===== config.mk =====
export PLATFORM = sky130hd
export DESIGN_NAME = fbi_ue_ctrl
export DESIGN_NICKNAME = d
export VERILOG_FILES = /design/src/include/fbi_pkg.sv /design/src/logic/in_sync3.sv /design/src/logic/fb_phase_quant.sv /design/src/logic/fbi_ue_ctrl.sv
export VERILOG_INCLUDE_DIRS = /design/src /design/src/include
export SDC_FILE = /design/constraint.sdc
export NUM_CORES = 2
export LEC_CHECK = 0
export BUFFER_PORTS_ARGS = -buffer_cell sky130_fd_sc_hd__buf_2
export CORE_ASPECT_RATIO = 2
export CORE_MARGIN = 2
export CORE_UTILIZATION = 55
export DETAILED_ROUTE_END_ITERATION = 8
export HOLD_SLACK_MARGIN = 0.08
export PLACE_DENSITY_LB_ADDON = 0.3
export SLEW_MARGIN = 20
export SYNTH_ARGS = -nofsm -noshare
export SYNTH_HDL_FRONTEND = slang
export SYNTH_HIERARCHICAL = 1
export SYNTH_SLANG_ARGS = --single-unit

===== constraint.sdc =====
create_clock -name clk -period 5.1 [get_ports clk]
set_clock_uncertainty 0.2 [all_clocks]
set_input_delay 0.255 -clock clk [delete_from_list [all_inputs] [get_ports clk]]
set_output_delay 0.255 -clock clk [all_outputs]
set_load 0.1 [all_outputs]

===== src/include/fbi_consts.svh =====
/*
 Timing counts, widths and reset values for the feedback command generator.
 Assumes inclusion by bare name from the design files; definitions only.
*/
`ifndef FBI_CONSTS_SVH
`define FBI_CONSTS_SVH

`define FBI_UPDATE_HZ 1500
`define FBI_LAST_SLOT 4'hE
`define FBI_SLOT_RESET 4'hE
`define FBI_EST_W 12
`define FBI_PROD_W 24
`define FBI_SUM_W 26
`define FBI_RESUME_CHIPS 11'h400
`define FBI_CHIP_CNT_W 11
`define FBI_M2_BITS 4
`define FBI_M2_POS_RESET 2'h3
`define FBI_CMD_RESET 1'h0
`define FBI_WORD_RESET 4'h0

`endif


===== src/include/fbi_pkg.sv =====
/*
 Types shared by the feedback command generator files.
 Assumes fbi_consts.svh carries all numeric constants.
*/
package fbi_pkg;

   typedef enum logic {
      mode_one = 1'b0,
      mode_two = 1'b1
   } fb_mode_e;

   typedef enum logic [1:0] {
      rs_live = 2'b00,
      rs_gap = 2'b01,
      rs_count = 2'b10,
      rs_armed = 2'b11
   } resume_state_e;

endpackage


===== src/logic/in_sync3.sv =====
/*
 Three flip-flop input synchroniser with agreement filter.
 Assumes an asynchronous pin level; output is a clean clk-domain level.
*/
module in_sync3 (
   input wire logic clk,       // System clock
   input wire logic rst_b,     // Async reset, active low
   input wire logic pin_in,    // Asynchronous pin level
   output logic level_out      // Filtered synchronous level
);

   logic s1_reg;
   logic s2_reg;
   logic s3_reg;
   logic level_reg;
   wire agree = (s2_reg == s3_reg);

   always_ff @(posedge clk or negedge rst_b) begin
      if (!rst_b) begin
         s1_reg <= 1'b0;
         s2_reg <= 1'b0;
         s3_reg <= 1'b0;
         level_reg <= 1'b0;
      end else begin
         s1_reg <= pin_in;
         s2_reg <= s1_reg;
         s3_reg <= s2_reg;
         // One-stage glitch is ignored until two stages agree
         if (agree) begin
            level_reg <= s3_reg;
         end
      end
   end

   assign level_out = level_reg;

endmodule


===== src/logic/fb_phase_quant.sv =====
/*
 Combinational phase quantiser for the two-antenna pilot estimates.
 Assumes estimates are signed, stable in the cycle they are sampled.
*/
`include "fbi_consts.svh"

module fb_phase_quant (
   input wire logic signed [`FBI_EST_W-1:0] h1_i,   // Antenna 1 estimate, real
   input wire logic signed [`FBI_EST_W-1:0] h1_q,   // Antenna 1 estimate, imag
   input wire logic signed [`FBI_EST_W-1:0] h2_i,   // Antenna 2 estimate, real
   input wire logic signed [`FBI_EST_W-1:0] h2_q,   // Antenna 2 estimate, imag
   input wire logic odd_slot,                       // Uplink slot index is odd
   output logic m1_cmd,                             // One-slot phase command
   output logic [`FBI_M2_BITS-1:0] m2_word          // Power bit then 3 phase bits
);

   wire signed [`FBI_PROD_W-1:0] p_ii = h1_i * h2_i;
   wire signed [`FBI_PROD_W-1:0] p_qq = h1_q * h2_q;
   wire signed [`FBI_PROD_W-1:0] p_iq = h1_i * h2_q;
   wire signed [`FBI_PROD_W-1:0] p_qi = h1_q * h2_i;
   wire signed [`FBI_PROD_W-1:0] e1_ii = h1_i * h1_i;
   wire signed [`FBI_PROD_W-1:0] e1_qq = h1_q * h1_q;
   wire signed [`FBI_PROD_W-1:0] e2_ii = h2_i * h2_i;
   wire signed [`FBI_PROD_W-1:0] e2_qq = h2_q * h2_q;

   // Cross term conj(h1)*h2; two guard bits keep the negation exact
   wire signed [`FBI_SUM_W-1:0] c_re = {{2{p_ii[`FBI_PROD_W-1]}}, p_ii} + {{2{p_qq[`FBI_PROD_W-1]}}, p_qq};
   wire signed [`FBI_SUM_W-1:0] c_im = {{2{p_iq[`FBI_PROD_W-1]}}, p_iq} - {{2{p_qi[`FBI_PROD_W-1]}}, p_qi};
   wire signed [`FBI_SUM_W-1:0] best_y = -c_im;
   wire signed [`FBI_SUM_W-1:0] ax = c_re[`FBI_SUM_W-1] ? -c_re : c_re;
   wire signed [`FBI_SUM_W-1:0] ay = best_y[`FBI_SUM_W-1] ? -best_y : best_y;
   wire x_neg = c_re[`FBI_SUM_W-1];
   wire y_neg = best_y[`FBI_SUM_W-1];
   wire [1:0] quadrant = {y_neg, x_neg ^ y_neg};
   wire upper_half = quadrant[0] ? (ay <= ax) : (ay >= ax);
   wire [`FBI_SUM_W-1:0] pow1 = {2'h0, e1_ii} + {2'h0, e1_qq};
   wire [`FBI_SUM_W-1:0] pow2 = {2'h0, e2_ii} + {2'h0, e2_qq};

   // Odd slots see antenna 2 turned a quarter: Re(j*c) = -Im(c)
   wire rot_neg = odd_slot ? (c_im > 0) : x_neg;
   // Phase zero for the half plane around zero, else pi
   assign m1_cmd = rot_neg;
   // Mode 2 has no rotation; octant of the best phase
   assign m2_word = {pow1 >= pow2, quadrant, upper_half};
endmodule


===== src/logic/fbi_ue_ctrl.sv =====
/*
 UE-side closed loop feedback command generator, driving one FBI D bit per non-idle
 uplink slot. Assumes slot and chip strobes from the same clock domain and a
 downlink activity pin that is asynchronous.
*/
`include "fbi_consts.svh"

// What this block does
// - Mode 1: one phase bit per slot
// - Mode 2: four-slot word, power plus phase
// - Word bits go out MSB first
// - Compute phase adjustment every slot
// - Odd slots rotate antenna 2 a quarter
// - Quantize to zero or pi, send 0/1
// - First frame uses the normal procedure
// - No estimate: resend command of slot i-2; slots 0 and 1 resend slots 14 and 13
// - Resume: first new command after 1024 chips
// - Uplink idle slots carry no command
module fbi_ue_ctrl (
   input wire logic clk,                            // 100 MHz clock
   input wire logic rst_b,                          // Async reset, active low
   input wire logic mode_sel,                       // 0 = mode 1, 1 = mode 2
   input wire logic slot_strobe,                    // Uplink slot start pulse
   input wire logic frame_start,                    // With slot_strobe: slot 0
   input wire logic chip_tick,                      // One pulse per chip
   input wire logic est_valid,                      // Fresh estimate this slot
   input wire logic signed [`FBI_EST_W-1:0] h1_i,   // Antenna 1 estimate, real
   input wire logic signed [`FBI_EST_W-1:0] h1_q,   // Antenna 1 estimate, imag
   input wire logic signed [`FBI_EST_W-1:0] h2_i,   // Antenna 2 estimate, real
   input wire logic signed [`FBI_EST_W-1:0] h2_q,   // Antenna 2 estimate, imag
   input wire logic ul_idle,                        // Uplink slot is a gap slot
   input wire logic dl_on_pin,                      // Downlink active, async pin
   output logic fbi_d,                              // Feedback bit for the slot
   output logic fbi_valid,                          // Pulse: fbi_d is sent
   output logic [3:0] slot_idx                      // Current uplink slot
);

   fbi_pkg::resume_state_e rs_reg;
   fbi_pkg::resume_state_e rs_next;
   logic [3:0] slot_reg;
   logic [1:0] pos_reg;
   logic [`FBI_M2_BITS-1:0] word_reg;
   logic [`FBI_CHIP_CNT_W-1:0] chip_cnt_reg;
   logic [14:0] hist_reg;
   logic fbi_d_reg;
   logic fbi_valid_reg;
   logic dl_on;
   logic dl_on_d_reg;
   logic q_m1_cmd;
   logic [`FBI_M2_BITS-1:0] q_m2_word;

   in_sync3 u_dl_sync (
      .clk(clk),
      .rst_b(rst_b),
      .pin_in(dl_on_pin),
      .level_out(dl_on)
   );

   // Slot counter wraps after the last slot; frame_start forces slot 0
   wire slot_wrap = (slot_reg == `FBI_LAST_SLOT);
   wire [3:0] slot_inc = slot_reg + 4'h1;
   wire [3:0] cur_slot = frame_start ? 4'h0 : (slot_wrap ? 4'h0 : slot_inc);
   wire [3:0] slot_back = 4'hE - cur_slot;
   wire [3:0] slot_minus2 = cur_slot - 4'h2;
   // Slot 0 reuses slot 14, slot 1 reuses slot 13 of the last frame
   wire [3:0] resend_idx = (cur_slot < 4'h2) ? slot_back : slot_minus2;

   fb_phase_quant u_quant (
      .h1_i(h1_i),
      .h1_q(h1_q),
      .h2_i(h2_i),
      .h2_q(h2_q),
      .odd_slot(cur_slot[0]),
      .m1_cmd(q_m1_cmd),
      .m2_word(q_m2_word)
   );

   wire mode2 = (mode_sel == fbi_pkg::mode_two);
   wire dl_rise = dl_on && !dl_on_d_reg;
   wire chips_done = chip_tick && (chip_cnt_reg == `FBI_RESUME_CHIPS - 11'h1);
   // Estimates are trusted only while the downlink is live or just rearmed
   wire est_ok = (rs_reg == fbi_pkg::rs_live) || (rs_reg == fbi_pkg::rs_armed);
   wire use_new = est_valid && est_ok;
   wire send_now = slot_strobe && !ul_idle;
   // First frame runs the same path: history simply starts at zero
   wire m1_bit = use_new ? q_m1_cmd : hist_reg[resend_idx];

   wire [1:0] pos_inc = pos_reg + 2'h1;
   wire [1:0] cur_pos = frame_start ? 2'h0 : pos_inc;
   wire word_start = (cur_pos == 2'h0);
   // Word is latched at its first slot and kept if no estimate is ready
   wire [`FBI_M2_BITS-1:0] cur_word = word_start ? (use_new ? q_m2_word : word_reg) : word_reg;
   wire [1:0] bit_sel = 2'h3 - cur_pos;
   wire m2_bit = cur_word[bit_sel];
   wire tx_bit = mode2 ? m2_bit : m1_bit;

   // Resume sequencing: gap, then 1024 chips, then the next uplink slot
   always_comb begin
      rs_next = rs_reg;
      case (rs_reg)
         fbi_pkg::rs_live: begin
            if (!dl_on) begin
               rs_next = fbi_pkg::rs_gap;
            end
         end
         fbi_pkg::rs_gap: begin
            if (dl_rise) begin
               rs_next = fbi_pkg::rs_count;
            end
         end
         fbi_pkg::rs_count: begin
            if (!dl_on) begin
               rs_next = fbi_pkg::rs_gap;
            end else if (chips_done) begin
               rs_next = fbi_pkg::rs_armed;
            end
         end
         fbi_pkg::rs_armed: begin
            if (!dl_on) begin
               rs_next = fbi_pkg::rs_gap;
            end else if (slot_strobe) begin
               rs_next = fbi_pkg::rs_live;
            end
         end
         default: begin
            rs_next = fbi_pkg::rs_gap;
         end
      endcase
   end

   always_ff @(posedge clk or negedge rst_b) begin
      if (!rst_b) begin
         rs_reg <= fbi_pkg::rs_live;
         dl_on_d_reg <= 1'b1;
         chip_cnt_reg <= '0;
      end else begin
         rs_reg <= rs_next;
         dl_on_d_reg <= dl_on;
         if (rs_reg != fbi_pkg::rs_count) begin
            chip_cnt_reg <= '0;
         end else if (chip_tick) begin
            chip_cnt_reg <= chip_cnt_reg + 11'h1;
         end
      end
   end

   // Slot and word position advance even in idle slots to keep alignment
   always_ff @(posedge clk or negedge rst_b) begin
      if (!rst_b) begin
         slot_reg <= `FBI_SLOT_RESET;
         pos_reg <= `FBI_M2_POS_RESET;
         word_reg <= `FBI_WORD_RESET;
      end else if (slot_strobe) begin
         slot_reg <= cur_slot;
         pos_reg <= cur_pos;
         word_reg <= cur_word;
      end
   end

   // Per-slot history of sent mode 1 commands, for resending
   genvar k;
   generate
      for (k = 0; k < 15; k = k + 1) begin : g_hist
         always_ff @(posedge clk or negedge rst_b) begin
            if (!rst_b) begin
               hist_reg[k] <= `FBI_CMD_RESET;
            end else if (send_now && !mode2 && (cur_slot == k)) begin
               hist_reg[k] <= m1_bit;
            end
         end
      end
   endgenerate

   always_ff @(posedge clk or negedge rst_b) begin
      if (!rst_b) begin
         fbi_d_reg <= 1'b0;
         fbi_valid_reg <= 1'b0;
      end else begin
         fbi_valid_reg <= send_now;
         if (send_now) begin
            fbi_d_reg <= tx_bit;
         end
      end
   end

   assign fbi_d = fbi_d_reg;
   assign fbi_valid = fbi_valid_reg;
   assign slot_idx = slot_reg;

endmodule


==> reports/results.ini <==
[timing]
fmax_ghz=0.104
layout_setup_ws_ps=-4530
min_period_over_period=1.89
setup_viol=20
rsz0062_at_grt=yes
finalCriticalPeriod_ps=9630
hold_violations=0
drv_slew=0
slew_headroom=0.454
worst_pin_slew_ps=819
hold_slack_ps=129

[yosys]
synth_area_sq_um=50000
syn_nets=7223
synth_top_cell_by_area=fa_1
ys_warn_count=6
ys_seq_area_frac=0.0227
synth_ff_type=dfrtp_1
synth.avg_cell_area_sq_um=9.11
synth.distinct_cells=103
yosysTopAreaCellShare=0.458
synth_area_leaders=fa_1, ha_1, inv_1
synth-seq-cells=45
synth_edf_count=0
synth_cells=5491
async_flop_share=1.00

[clocking]
cts_sinks=45
cts_tree=yes
h-tree-depth=2
insertion_delay_ps=300
cts_buffer_depth=2
clk_pin_slew_worst_paths_ps=60
numCtsBuffers=5
root_buffer=clkbuf_16

[placed_design]
placed_cell_area_sq_um=59400
gp_congestion=0.943
portBuffers=62
place_inst=7532
hpwlAfterDp_um=134000

[critical_path]
start_kind=input pin
critPathArrivalTime_ps=9620
path_depth=39
worstPathRequired_ps=5090
crit_start=h1_i[9]
crit_type=input pin to flip-flop
crit_family=adder cells
r2r_end=hist_reg[13]
endpoint=word_reg[0]
r2r_start=slot_idx[1]
crit_slowest_cell=fa_1
cp-end-kind=flip-flop
reg2reg_slack_ps=790
cp_num_buf_inv=9
crit_path_max_incr_delay_ps=550
worstRegToRegCells=10
critPathMaxFanout=13

[min_path]
hp-class=input pin to flip-flop
hold_depth=2

[global_route]
grt.total_usage=0.343
grt_pass1_wl_um=245000
grt_pass1_vias=48000
use_met1=0.304
use_met3=0.0517
antenna_found_initial=8
met2_usage=0.641
grt-ovfl-total=0
grt_max_degree=46
grt.busiest_layer=met2

[route]
num_vias=41500
drt-pass1-iter-count=5
wl_per_cell_um=20.4
viasPerCell=5.44
drt-total-wl_um=155000
final_antenna_net_count=0
drc_errors=0
drt-initial-drc-count=1672

[cells_and_area]
drive_gt1_frac=0.231
largest_register_ff_count=15
final_area_sq_um=62000
syn_to_final_growth_pct=23.9
final_nets=8169
fillers=7013
fin_cells=7627

[floorplanning]
io_pins=63
initial_core_util=0.554
die-area_sq_um=93600
core_sq_um=90400
row_count=156
dieHeight_um=431
die_w_um=217

[outcome]
violations=setup timing
status=finished, violations left

[run]
maxCapViolations=0

Yosys cell counts (all sizes together) (4+ instances only):
library cell	count
nor2	198
nand4	22
mux2	15
a21boi	9
or4	8
clkbuf	199
or2	15
nand2	448
nand2b	60
fa	1145
nand3	49
a31oi	25
o22ai	6
o21a	39
and2	448
a21oi	130
a2111oi	5
and2b	4
o2111ai	8
and3	18
or3	20
mux2i	12
xnor2	204
nor2b	43
o31ai	25
o211ai	14
o21ai	115
xor2	74
a211o	8
o21bai	28
dfrtp	39
nor4	20
o41ai	7
dfstp	6
ha	530
inv	1299
nor3	66
a211oi	16
a21o	30
nand3b	7
buf	12
a221oi	6
nor3b	5
metal layers:
metal / share of wire / vias up
li1: - / 18500
met1: 0.29 / 20800
met2: 0.54 / 1382
met3: 0.046 / 830
met4: 0.12 / 8
met5: 0.00035 / -
cells in the final DEF (no fill, tap or decap), types with 14 or more instances in the layout:
cell         n
fa_2        34
o21a_1      39
fa_1      1111
inv_2       28
nor2_1     185
or3_1       14
a21oi_1     90
inv_1     1268
a31oi_1     20
xnor2_1    197
o211ai_1    14
buf_12      58
nand3_1     44
and2_1     426
ha_1       498
nand4_1     22
buf_4      979
nand2b_1    58
nor3_1      61
buf_2       26
and2_4      22
o21bai_1    27
o21ai_1     21
xor2_1      72
ha_4        27
nand2_1    440
dfrtp_1     39
o21ai_0     81
a21oi_2     36
a21o_1      29
buf_6       60
nor2b_1     42
buf_8       19
cell type report:
cell class	instances	area, sq um	share of cell area
multi-input cells	3933	44600	0.719
flip-flops and latches	45	1130	0.0183
clock buffers	6	129	0.00208
clock inverters	2	13.8	0.000222
diodes	4	10.0	0.000161
well taps	1185	1480	0.0239
repair buffers	1150	9740	0.157
inverters	1302	4900	0.0791
stage by stage:
stage / TNS (ps) / utilization / worst slack [ps]
floorplan: -55690 / - / -4860
global placement: -75480 / 0.657 / -5150
detailed placement: -79040 / 0.657 / -5310
CTS: -64720 / 0.671 / -4490
global route: -64950 / 0.686 / -4800
finish: -61590 / 0.686 / -4530
kinds of logic (layout without fill, tap and decap cells):
logic type | after synthesis | in the layout | synth area share
DFF | 45 | 45 | 0.0227
xor gates and xnor gates | 278 | 278 | 0.0488
muxes | 29 | 29 | 0.00693
buffers and inverters | 1513 | 2460 | 0.115
adders and majority gates | 1676 | 1676 | 0.591
other | 2 | 6 | 0.000150
AOI/OAI and AO/OA | 505 | 505 | 0.0677
and+or+nand+nor | 1443 | 1443 | 0.148
how the worst min path moves through the flow:
stage | slack, ps | from | endpoint
2_1_floorplan | -240 | rst_b | chip_cnt_reg[0]
3_3_place_gp | 140 | u_dl_sync/s1_reg | u_dl_sync/s2_reg
3_5_place_dp | 150 | u_dl_sync/s1_reg | u_dl_sync/s2_reg
4_1_cts | 130 | chip_tick | chip_cnt_reg[1]
5_1_grt | 150 | slot_strobe | pos_reg[1]
6_report | 130 | slot_strobe | pos_reg[1]
repair_timing:
| item | CTS | global route |
|---|---|---|
| resized for setup | 206 | 235 |
| gates cloned | 2 | 2 |
| endpoints found under the setup margin | 20 | 20 |
| hold buffers | 3 | 0 |
| setup buffers | 33 | 51 |
| hold endpoints to repair | 41 | 0 |
| pin swaps | 107 | 140 |
worst register-to-register path: cells and delay by family, from the launching register on:
| kind | cells | cell delay [ps] |
|---|---|---|
| flops | 1 | 590 |
| compound gates | 5 | 1950 |
| fa+ha+maj | 2 | 670 |
| simple gates | 3 | 820 |
Power is not shown: default switching activity piles up to over one toggle a cycle in this logic, so the estimate is an artifact.
